===== src/design/gsr_pkg.sv =====
// constants and types shared by the reporting block
package gsr_pkg;
   localparam int CLK_HZ = 40_000_000;
   localparam int ERR_DLY_MS = 500;
   localparam int ERR_DLY_CYC = CLK_HZ / 1000 * ERR_DLY_MS;
   localparam int REPLY_LEN = 42;
   localparam int LVL_LEN = 4;
   localparam logic [4:0] E_NONE = 5'h00;
   localparam logic [4:0] E_RPP = 5'h01;
   localparam logic [4:0] E_TRK = 5'h02;
   localparam logic [4:0] E_PAIR = 5'h03;
   localparam logic [4:0] E_CAL = 5'h06;
   localparam logic [2:0] STB_RQS = 3'h4;
   localparam logic [7:0] STB_RPP = 8'h41;
   localparam logic [8:0] TRK_MAX = 9'h0ff;
   localparam logic [7:0] MASK_RST = 8'h00;
   localparam logic [5:0] A_LEVEL = 6'h2a;
   localparam logic [5:0] A_STATUS = 6'h2b;
   localparam logic [5:0] A_MASK = 6'h2c;
   localparam logic [5:0] A_TRACK = 6'h2d;
   localparam logic [20:0] CF_MAX_STD = 21'h07ef40;
   localparam logic [20:0] CF_MAX_EXT = 21'h0fde80;
   localparam logic [11:0] LVL_MIN = 12'hb0a;
   localparam logic [7:0] CH_COMMA = 8'h2c;
   localparam logic [7:0] CH_SPACE = 8'h20;
   localparam logic [7:0] CH_DOT = 8'h2e;
   localparam logic [7:0] CH_0 = 8'h30;
   localparam logic [7:0] CH_9 = 8'h39;
   localparam logic [7:0] CH_GT = 8'h3e;
   localparam logic [15:0] CMD_PROT_RESET = 16'h5253;

   typedef enum logic [1:0] {TK_IDLE, TK_FETCH, TK_LOAD, TK_SEND} gsr_tk_t;
   typedef enum logic [1:0] {RK_NUM, RK_LVL, RK_OFF} gsr_kind_t;

   // known two-character codes
   function automatic logic is_code(input logic [15:0] p);
      case (p)
         16'h4445, 16'h4346, 16'h464d, 16'h414d, 16'h4c56, 16'h5346,
         16'h5253, 16'h4d5a, 16'h4b5a, 16'h485a, 16'h5043, 16'h564c,
         16'h4d56, 16'h5556, 16'h4442, 16'h4d30, 16'h4d31, 16'h4d32,
         16'h4d33, 16'h4d34, 16'h4f4e, 16'h4f46, 16'h4954, 16'h5854,
         16'h5354: return 1'b1;
         default: return 1'b0;
      endcase
   endfunction
endpackage


===== src/design/gsr_hold_timer.sv =====
// busy window started by a pulse, used for the error display delay
`timescale 1ns/1ps
`default_nettype none
module gsr_hold_timer #(
   parameter int CYC = gsr_pkg::ERR_DLY_CYC
) (
   input wire logic ref_clk_i,
   input wire logic reset_i,
   input wire logic start_i,
   output logic busy_o
);
   typedef struct packed {
      logic [31:0] cnt;
      logic busy;
   } gsr_tm_t;
   gsr_tm_t q, d;

   always_comb begin
      d = q;
      if (start_i) begin
         d.cnt = 32'(CYC - 1);
         d.busy = 1'b1;
      end else if (q.busy) begin
         if (q.cnt == 32'h0) begin
            d.busy = 1'b0;
         end else begin
            d.cnt = q.cnt - 32'h1;
         end
      end
   end

   always_ff @(posedge ref_clk_i) begin
      if (reset_i) begin
         q <= '0;
      end else begin
         q <= d;
      end
   end

   assign busy_o = q.busy;
endmodule
`default_nettype wire


===== src/design/gsr_digit_mem.sv =====
// digit store for the numeric talker reply, registered read
`timescale 1ns/1ps
`default_nettype none
module gsr_digit_mem #(
   parameter int DEPTH = gsr_pkg::REPLY_LEN,
   parameter int W = 4
) (
   input wire logic ref_clk_i,
   input wire logic we_i,
   input wire logic [5:0] waddr_i,
   input wire logic [W-1:0] wdata_i,
   input wire logic [5:0] raddr_i,
   output logic [W-1:0] rdata_o
);
   logic [W-1:0] mem_q [DEPTH];

   always_ff @(posedge ref_clk_i) begin
      if (we_i && (int'(waddr_i) < DEPTH)) begin
         mem_q[waddr_i] <= wdata_i;
      end
      rdata_o <= (int'(raddr_i) < DEPTH) ? mem_q[raddr_i] : '0;
   end
endmodule
`default_nettype wire


===== src/design/gsr_report.sv =====
// bus reporting: talker replies, errors, service request, clear
//
// The strobed register port and the address map were decided locally.
`timescale 1ns/1ps
`default_nettype none
module gsr_report #(
   parameter int ERR_DLY_CYC = gsr_pkg::ERR_DLY_CYC,
   parameter bit EXTENDED = 1'b0
) (
   input wire logic ref_clk_i,
   input wire logic reset_i,
   input wire logic [5:0] reg_addr_i,
   input wire logic [15:0] reg_wdata_i,
   input wire logic reg_wr_i,
   input wire logic reg_rd_i,
   output logic [15:0] reg_rdata_o,
   input wire logic rx_valid_i,
   input wire logic [7:0] rx_char_i,
   output logic rx_ready_o,
   output logic cmd_valid_o,
   output logic [15:0] cmd_o,
   output logic digit_valid_o,
   output logic [7:0] digit_o,
   input wire logic talk_i,
   input wire logic sf_mode_i,
   input wire logic off_tune_i,
   input wire logic tx_ready_i,
   output logic tx_valid_o,
   output logic [7:0] tx_char_o,
   output logic tx_last_o,
   input wire logic spoll_i,
   output logic srq_o,
   output logic [7:0] poll_o,
   output logic [4:0] err_disp_o,
   output logic stall_o,
   input wire logic rpp_trip_i,
   output logic rf_isolate_o,
   input wire logic track_wr_i,
   input wire logic [8:0] track_val_i,
   output logic [7:0] track_o,
   input wire logic sf4_i,
   input wire logic key_bit_valid_i,
   input wire logic key_bit_i,
   input wire logic key_store_i,
   input wire logic dev_clear_i,
   input wire logic cal_ok_i,
   input wire logic recall10_i,
   input wire logic go_remote_i,
   input wire logic return_key_i,
   input wire logic lockout_i,
   output logic remote_o,
   output logic clear_o,
   output logic [20:0] carrier_khz_o,
   output logic [11:0] level_o,
   output logic carrier_on_o,
   output logic mod_off_o,
   output logic int_mod_o
);
   typedef struct packed {
      gsr_pkg::gsr_tk_t tk;
      gsr_pkg::gsr_kind_t kind;
      logic [5:0] idx;
      logic tx_valid;
      logic [7:0] tx_char;
      logic tx_last;
      logic pend;
      logic [7:0] pch;
      logic cmd_v;
      logic [15:0] cmd;
      logic dig_v;
      logic [7:0] dig;
      logic [7:0] mask;
      logic [7:0] mask_ed;
      logic [4:0] err;
      logic [4:0] disp;
      logic srq;
      logic [7:0] stb;
      logic [7:0] poll;
      logic stall;
      logic rx_rdy;
      logic isolate;
      logic [7:0] track;
      logic remote;
      logic boot;
      logic clr;
      logic [20:0] cf;
      logic [11:0] lvl;
      logic car_on;
      logic mod_off;
      logic int_mod;
      logic [15:0] level_disp;
      logic [15:0] rdata;
   } gsr_st_t;

   gsr_st_t q, d;
   logic t_busy;
   logic t_start;
   logic [3:0] mem_rd;

   function automatic logic [3:0] lvl_nib(input logic [15:0] v, input logic [1:0] i);
      case (i)
         2'h0: return v[15:12];
         2'h1: return v[11:8];
         2'h2: return v[7:4];
         default: return v[3:0];
      endcase
   endfunction

   gsr_hold_timer #(.CYC(ERR_DLY_CYC)) u_tmr (
      .ref_clk_i(ref_clk_i),
      .reset_i(reset_i),
      .start_i(t_start),
      .busy_o(t_busy)
   );

   gsr_digit_mem #(.DEPTH(gsr_pkg::REPLY_LEN), .W(4)) u_mem (
      .ref_clk_i(ref_clk_i),
      .we_i(reg_wr_i),
      .waddr_i(reg_addr_i),
      .wdata_i(reg_wdata_i[3:0]),
      .raddr_i(q.idx),
      .rdata_o(mem_rd)
   );

   always_comb begin
      logic take, sep, isdig, good, bad, restart, clr_req, apply;
      logic go;
      logic [4:0] n;
      logic [7:0] c;
      d = q;
      c = rx_char_i;
      take = rx_valid_i && q.rx_rdy;
      sep = (c == gsr_pkg::CH_COMMA) || (c == gsr_pkg::CH_SPACE);
      isdig = ((c >= gsr_pkg::CH_0) && (c <= gsr_pkg::CH_9)) || (c == gsr_pkg::CH_DOT);
      good = 1'b0;
      bad = 1'b0;
      restart = 1'b0;
      clr_req = 1'b0;
      apply = 1'b0;
      go = 1'b0;
      n = gsr_pkg::E_NONE;
      d.cmd_v = 1'b0;
      d.dig_v = 1'b0;
      d.clr = 1'b0;
      d.boot = 1'b0;
      if (take && !sep) begin
         if (q.pend) begin
            d.pend = 1'b0;
            good = gsr_pkg::is_code({q.pch, c});
            bad = !good;
         end else if (isdig) begin
            good = 1'b1;
         end else begin
            d.pend = 1'b1;
            d.pch = c;
         end
      end
      // any valid code or digit restarts
      if (good && q.stall) begin
         restart = 1'b1;
      end else if (good && q.pend) begin
         d.cmd_v = 1'b1;
         d.cmd = {q.pch, c};
         if ({q.pch, c} == gsr_pkg::CMD_PROT_RESET) begin
            d.isolate = 1'b0;
         end
      end else if (good) begin
         d.dig_v = 1'b1;
         d.dig = c;
      end
      // power-on acts as clear unless recall
      clr_req = dev_clear_i || (q.boot && !recall10_i);
      if (clr_req && !cal_ok_i) begin
         d.stall = 1'b1;
      end else if (clr_req || restart) begin
         apply = 1'b1;
         d.stall = 1'b0;
      end
      // standard and stores not held here
      if (apply) begin
         d.clr = 1'b1;
         d.cf = EXTENDED ? gsr_pkg::CF_MAX_EXT : gsr_pkg::CF_MAX_STD;
         d.lvl = gsr_pkg::LVL_MIN;
         d.car_on = 1'b1;
         d.mod_off = 1'b1;
         d.int_mod = 1'b1;
      end
      if (track_wr_i && track_val_i <= gsr_pkg::TRK_MAX) begin
         d.track = track_val_i[7:0];
      end
      if (rpp_trip_i && !q.isolate) begin
         d.isolate = 1'b1;
         go = 1'b1;
         n = gsr_pkg::E_RPP;
      end else if (clr_req && !cal_ok_i) begin
         go = 1'b1;
         n = gsr_pkg::E_CAL;
      end else if (track_wr_i && track_val_i > gsr_pkg::TRK_MAX) begin
         go = 1'b1;
         n = gsr_pkg::E_TRK;
      end else if (bad) begin
         go = 1'b1;
         n = gsr_pkg::E_PAIR;
      end else if (talk_i && q.tk == gsr_pkg::TK_IDLE && sf_mode_i && off_tune_i) begin
         go = 1'b1;
      end
      // poll answers then drops the request
      if (spoll_i) begin
         d.poll = q.srq ? q.stb : {3'h0, q.err};
         d.srq = 1'b0;
      end
      if (go) begin
         if (n != gsr_pkg::E_NONE) begin
            d.err = n;
         end
         // mask bit n-1 suppresses the service request for error n
         if (n == gsr_pkg::E_NONE || n > 5'h08 || !q.mask[3'(n - 5'h01)]) begin
            d.srq = 1'b1;
            // status with request flag and number
            d.stb = (n == gsr_pkg::E_RPP) ? gsr_pkg::STB_RPP : {gsr_pkg::STB_RQS, n};
         end
      end
      t_start = go && (n != gsr_pkg::E_NONE);
      d.rx_rdy = !t_start && !t_busy;
      d.disp = t_busy ? q.err : gsr_pkg::E_NONE;
      if (!sf4_i) begin
         d.mask_ed = q.mask;
      end else if (key_store_i) begin
         d.mask = q.mask_ed;
      end else if (key_bit_valid_i) begin
         d.mask_ed = {q.mask_ed[6:0], key_bit_i};
      end
      if (go_remote_i) begin
         d.remote = 1'b1;
      end else if (return_key_i && !lockout_i) begin
         d.remote = 1'b0;
      end
      unique case (q.tk)
         gsr_pkg::TK_IDLE: begin
            if (talk_i) begin
               d.idx = 6'h00;
               d.tk = gsr_pkg::TK_FETCH;
               d.kind = !sf_mode_i ? gsr_pkg::RK_NUM :
                        off_tune_i ? gsr_pkg::RK_OFF : gsr_pkg::RK_LVL;
            end
         end
         gsr_pkg::TK_FETCH: d.tk = gsr_pkg::TK_LOAD;
         gsr_pkg::TK_LOAD: begin
            d.tk = gsr_pkg::TK_SEND;
            d.tx_valid = 1'b1;
            unique case (q.kind)
               gsr_pkg::RK_NUM: begin
                  d.tx_char = gsr_pkg::CH_0 + {4'h0, mem_rd};
                  d.tx_last = (q.idx == 6'(gsr_pkg::REPLY_LEN - 1));
               end
               gsr_pkg::RK_LVL: begin
                  d.tx_char = gsr_pkg::CH_0 + {4'h0, lvl_nib(q.level_disp, q.idx[1:0])};
                  d.tx_last = (q.idx == 6'(gsr_pkg::LVL_LEN - 1));
               end
               default: begin
                  d.tx_char = (q.idx == 6'h00) ? gsr_pkg::CH_0 : gsr_pkg::CH_GT;
                  d.tx_last = (q.idx == 6'(gsr_pkg::LVL_LEN - 1));
               end
            endcase
         end
         gsr_pkg::TK_SEND: begin
            if (tx_ready_i) begin
               d.tx_valid = 1'b0;
               d.tx_last = 1'b0;
               d.idx = q.idx + 6'h01;
               d.tk = q.tx_last ? gsr_pkg::TK_IDLE : gsr_pkg::TK_FETCH;
            end
         end
      endcase
      if (reg_wr_i && reg_addr_i == gsr_pkg::A_LEVEL) begin
         d.level_disp = reg_wdata_i;
      end
      d.rdata = 16'h0000;
      if (reg_rd_i) begin
         unique case (reg_addr_i)
            gsr_pkg::A_LEVEL: d.rdata = q.level_disp;
            gsr_pkg::A_STATUS: d.rdata = {4'h0, q.remote, q.isolate, q.stall, q.srq, q.stb};
            gsr_pkg::A_MASK: d.rdata = {q.mask_ed, q.mask};
            gsr_pkg::A_TRACK: d.rdata = {8'h00, q.track};
            default: d.rdata = 16'h0000;
         endcase
      end
   end

   always_ff @(posedge ref_clk_i) begin
      if (reset_i) begin
         q <= '0;
         q.boot <= 1'b1;
         q.mask <= gsr_pkg::MASK_RST;
      end else begin
         q <= d;
      end
   end

   assign reg_rdata_o = q.rdata;
   assign rx_ready_o = q.rx_rdy;
   assign cmd_valid_o = q.cmd_v;
   assign cmd_o = q.cmd;
   assign digit_valid_o = q.dig_v;
   assign digit_o = q.dig;
   assign tx_valid_o = q.tx_valid;
   assign tx_char_o = q.tx_char;
   assign tx_last_o = q.tx_last;
   assign srq_o = q.srq;
   assign poll_o = q.poll;
   assign err_disp_o = q.disp;
   assign stall_o = q.stall;
   assign rf_isolate_o = q.isolate;
   assign track_o = q.track;
   assign remote_o = q.remote;
   assign clear_o = q.clr;
   assign carrier_khz_o = q.cf;
   assign level_o = q.lvl;
   assign carrier_on_o = q.car_on;
   assign mod_off_o = q.mod_off;
   assign int_mod_o = q.int_mod;
endmodule
`default_nettype wire


===== config.mk =====
export PLATFORM = sky130hd
export DESIGN_NAME = gsr_report
export DESIGN_NICKNAME = d
export VERILOG_FILES = /design/src/design/gsr_pkg.sv /design/src/design/gsr_hold_timer.sv /design/src/design/gsr_digit_mem.sv /design/src/design/gsr_report.sv
export SDC_FILE = /design/constraint.sdc
export NUM_CORES = 1
export LEC_CHECK = 0
export ABC_AREA = 1
export BUFFER_PORTS_ARGS = -buffer_cell sky130_fd_sc_hd__buf_4
export CAP_MARGIN = 20
export CORE_MARGIN = 8
export CORE_UTILIZATION = 40
export CTS_BUF_LIST = sky130_fd_sc_hd__clkbuf_8
export DETAILED_ROUTE_END_ITERATION = 10
export HOLD_SLACK_MARGIN = 0.15
export SLEW_MARGIN = 20
export SYNTH_ARGS = -nofsm -noshare
export SYNTH_HDL_FRONTEND = slang
export SYNTH_SLANG_ARGS = --single-unit

===== constraint.sdc =====
create_clock -name ref_clk_i -period 5.6 [get_ports ref_clk_i]
set_input_delay 0.84 -clock ref_clk_i [delete_from_list [all_inputs] [get_ports ref_clk_i]]
set_output_delay 0.84 -clock ref_clk_i [all_outputs]
set_load 0.01 [all_outputs]

==> metrics.txt <==
setup repair after global routing missed its margin false; clock insertion delay at the later pin of the skew report 640 ps; vertical die dimension 212 µm; area growth from synthesis to final layout 12.5%; FF-to-FF Start q[170]; share of post-route cells with drive strength above 1 16.8%; worst-path cell with the longest stage delay dfxtp_2; portion of the post-synthesis area used by sequential elements 55.1%; cell depth of the worst hold path 3; slew at the pin closest to its max-slew limit 950 ps; synthesized-area fraction occupied by and/or/nand/nor cells 16.4%; Core Rows 71; portion of total power attributed to the clock network 37.2%; initial antenna violation count 0; pwr dens 321 nW/µm²; Setup TNS 0 ps; min cycle time layout 3260 ps; Syn. warnings 0; share of synthesized area spent on multiplexers 0.0655%; WP data required 6130 ps; part of the power in combinational logic 12.8%; worst-path fanout max 57; # nets final 1,844; clock root buffer master clkbuf_8; average wire per standard cell 18.0 µm; Synth cell types 51; Fmax 0.307 GHz; Largest stage delay, worst path 890 ps; number of setup violations in the final report 0; Synth Area in Compound Gates 15.4%; final weighted congestion of routability-driven global placement 0.892; worst IR drop on VDD 0.000198 V; TritonCTS clock tree built; Final period util 58.3%; net switching power of the design 1.56 mW; worst flop-to-flop path endpoint u_mem.rdata_o[0]; Worst Path Arrival 3790 ps; initial core utilization 40.6%; number of violations reported at the end of detailed-routing iteration 0 866; Hold Fails Final Rpt 0; internal power component 3.96 mW; Num CTS Buffers 56; via/cell ratio 5.09; series of cell instances along the critical path inv_2, buf_4, o21ai_0, o22ai_1, a22o_1, a221oi_1, o21ai_0, o21ai_0, inv_1; wire length of the first global-routing pass 64,700 µm; Post-DRT Antenna Nets 0; total overflow reported by the global router 0; via count of the first global-routing pass 11,500; total number of vias 11,900; worst-case register-to-register setup slack 2340 ps; average size of a mapped cell 8.99 µm²; setup fix buffers added after clock tree synthesis 0; type of the tightest min-delay check input pin to register; Hold Buf Count CTS 0; synthesized area 15,300 µm²; number of enable flip-flop cells after synthesis 168; kind of critical path register to register; antenna cells 0; Post-Place Cells 2,224; post-synthesis async set-or-reset flop share 0%; # resized after CTS 0; cell seen most often among critical-path stages o21ai_0; final-layout fill cell count 3,737; cell count after synthesis 1,701; largest family of logic cells by synthesized area simple AND/OR/NAND/NOR gates; wire length reported by the detailed router 42,000 µm; width of the die 212 µm; Leakage 6.66 nW; flip-flop and latch count after synthesis 337; non-filler cells in the finished layout 2,328; count of max-cap constraint violations 0; cell class contributing the biggest share of worst-path delay buffers and inverters; maximum number of pins on one net before global-route repair 58; max-slew headroom at the worst pin 36.4%; final setup skew 11.0 ps; adder-cell area share of the yosys netlist 0.900%; tightest hold margin 421 ps; capture endpoint of the worst hold path track_o[5]; source of the worst hold timing path track_val_i[5]; Worst Reg2Reg Path Length in Cells 9; number of detailed-route iterations in the first pass 5; final HPWL from detailed placement 29,600 µm; number of I/O pins 176; number of max-slew violations in the final report 0; detailed-route DRC error count 0; number of buffer and inverter stages on the critical path 3; I/O Buffers 151; Die Outline Area 44,700 µm²; fraction of power consumed by sequential logic 49.9%; CP Launch Type register; status completed; parity-gate share of the synthesized area counting xor and xnor cells 0.802%; most used flip-flop cell after synthesis dfxtp_1; All-Layer GR Usage 18.3%; placeable core area 37,700 µm²; switching share of power 28.3%; Longest Clk Path Bufs 3; H-tree Lvls 2; number of clock sinks seen by CTS 337; clock transition at the register clock pins on the worst setup and hold paths after CTS 60 ps; Crit. End Element register
[cell type report]
type | instances | area (µm²) | share of cell area [%]
clock buffer | 63 | 867 | 5.04
clock inverter | 40 | 185 | 1.08
inverter | 175 | 657 | 3.82
multi-input combinational | 1041 | 5220 | 30.3
sequential | 337 | 8430 | 49.0
tap | 511 | 639 | 3.72
timing repair buffer | 161 | 1210 | 7.05
[registers in the layout, indices dropped and copies added, names as in the netlist, 3 cells and up]
signal / cells
u_mem.rdata_o: 4
u_mem.mem_q: 168
q: 60
track_o: 8
cmd_o: 16
digit_o: 8
u_tmr.q: 32
tx_char_o: 5
reg_rdata_o: 16
err_disp_o: 3
poll_o: 5
[worst max-delay path by stage]
stage / from / slack [ps] / to / cells after the start
finish: q[170] / 2340 / u_mem.rdata_o[0] / 9
global route: q[170] / 1980 / u_mem.rdata_o[0] / 9
CTS: q[170] / 2320 / u_mem.rdata_o[0] / 9
detailed placement: rx_char_i[4] / 1910 / q[105] / 21
global placement: rx_char_i[4] / 1980 / q[105] / 21
floorplan: rx_char_i[1] / 2610 / srq_o / 23
[placed cells by master (no fill, tap or decap), types with 3 or more instances in the layout]
cell      instances
a22o_1            8
o211ai_1         12
a21oi_2          10
clkbuf_8         63
nand3_1          38
a31oi_1           7
buf_4           160
nor2_2           12
nor2_1          277
xnor2_1           3
clkinv_2         11
edfxtp_1        168
clkinv_1         11
xor2_1           11
inv_1           172
a211oi_1          9
nor3b_1           3
nand2_2           9
nand2_1         186
inv_2            17
nor4_1            3
o21ai_1           6
ha_1             11
nand3b_1          3
a221oi_1         15
nand4_1          14
conb_1           24
o21ai_0         173
o22ai_1          50
dfxtp_1         168
or2_2             5
nor3_1           23
o221ai_1          9
a21oi_1          98
[metrics by stage]
stage / area, µm² / worst slack, ps / power, mW / util (%)
2_1_floorplan: 15400 / 2610 / 3.29 / -
6_report: 17200 / 2340 / 5.52 / 45.7
3_5_place_dp: 16100 / 1910 / 3.52 / 42.9
4_1_cts: 17200 / 2320 / 5.58 / 45.7
3_3_place_gp: 16100 / 1980 / 3.51 / 42.9
5_1_grt: 17200 / 1980 / 5.78 / 45.7
[synthesized netlist by cell type (8+ instances only)]
cell | number | share of area, %
inv_1 | 157 | 3.9
nand2_2 | 9 | 0.37
xor2_1 | 11 | 0.63
a21oi_1 | 98 | 3.2
nor2_2 | 12 | 0.49
o22ai_1 | 50 | 2.0
inv_2 | 15 | 0.37
nand4_1 | 14 | 0.57
o221ai_1 | 9 | 0.52
nor2_1 | 277 | 6.8
a211oi_1 | 9 | 0.44
o21ai_0 | 173 | 5.7
o211ai_1 | 12 | 0.59
a22o_1 | 8 | 0.46
nand3_1 | 38 | 1.2
a21oi_2 | 10 | 0.57
nor3_1 | 23 | 0.75
edfxtp_1 | 168 | 33
clkbuf_1 | 52 | 1.3
buf_2 | 10 | 0.33
nand2_1 | 186 | 4.6
dfxtp_1 | 169 | 22
ha_1 | 11 | 0.90
buf_4 | 106 | 5.2
a221oi_1 | 15 | 0.86
[kinds of logic after synthesis]
group / count (synthesis)
and+or+nand+nor: 585
muxes: 1
buffers and inverters: 346
adders and majority gates: 11
other: 1
DFF: 337
xor gates and xnor gates: 14
AOI/OAI and AO/OA: 406
[routing by layer]
layer,GRT usage (%),vias up,wire length (µm)
met4,6.49,0,979
met1,23.7,5625,18600
met5,0,-,0
li1,-,5788,-
met2,30.2,375,19600
met3,3.74,62,2830
[power by group through the flow]
| stage | clock (mW) | combinational (mW) | sequential, mW |
|---|---|---|---|
| floorplan | 0 | 0.518 | 2.78 |
| global placement | 0 | 0.702 | 2.81 |
| detailed placement | 0 | 0.708 | 2.81 |
| CTS | 2.12 | 0.711 | 2.76 |
| global route | 2.22 | 0.791 | 2.77 |
| finish | 2.05 | 0.709 | 2.76 |
[worst register-to-register path, cell delays in order (launching register included)]
cell      delay, ps
dfxtp_2         890
inv_2           660
buf_4           440
o21ai_0         180
o22ai_1         100
a22o_1          240
a221oi_1        280
o21ai_0         110
o21ai_0         180
inv_1            70
No activity file was read; power rests on OpenSTA's default activity.
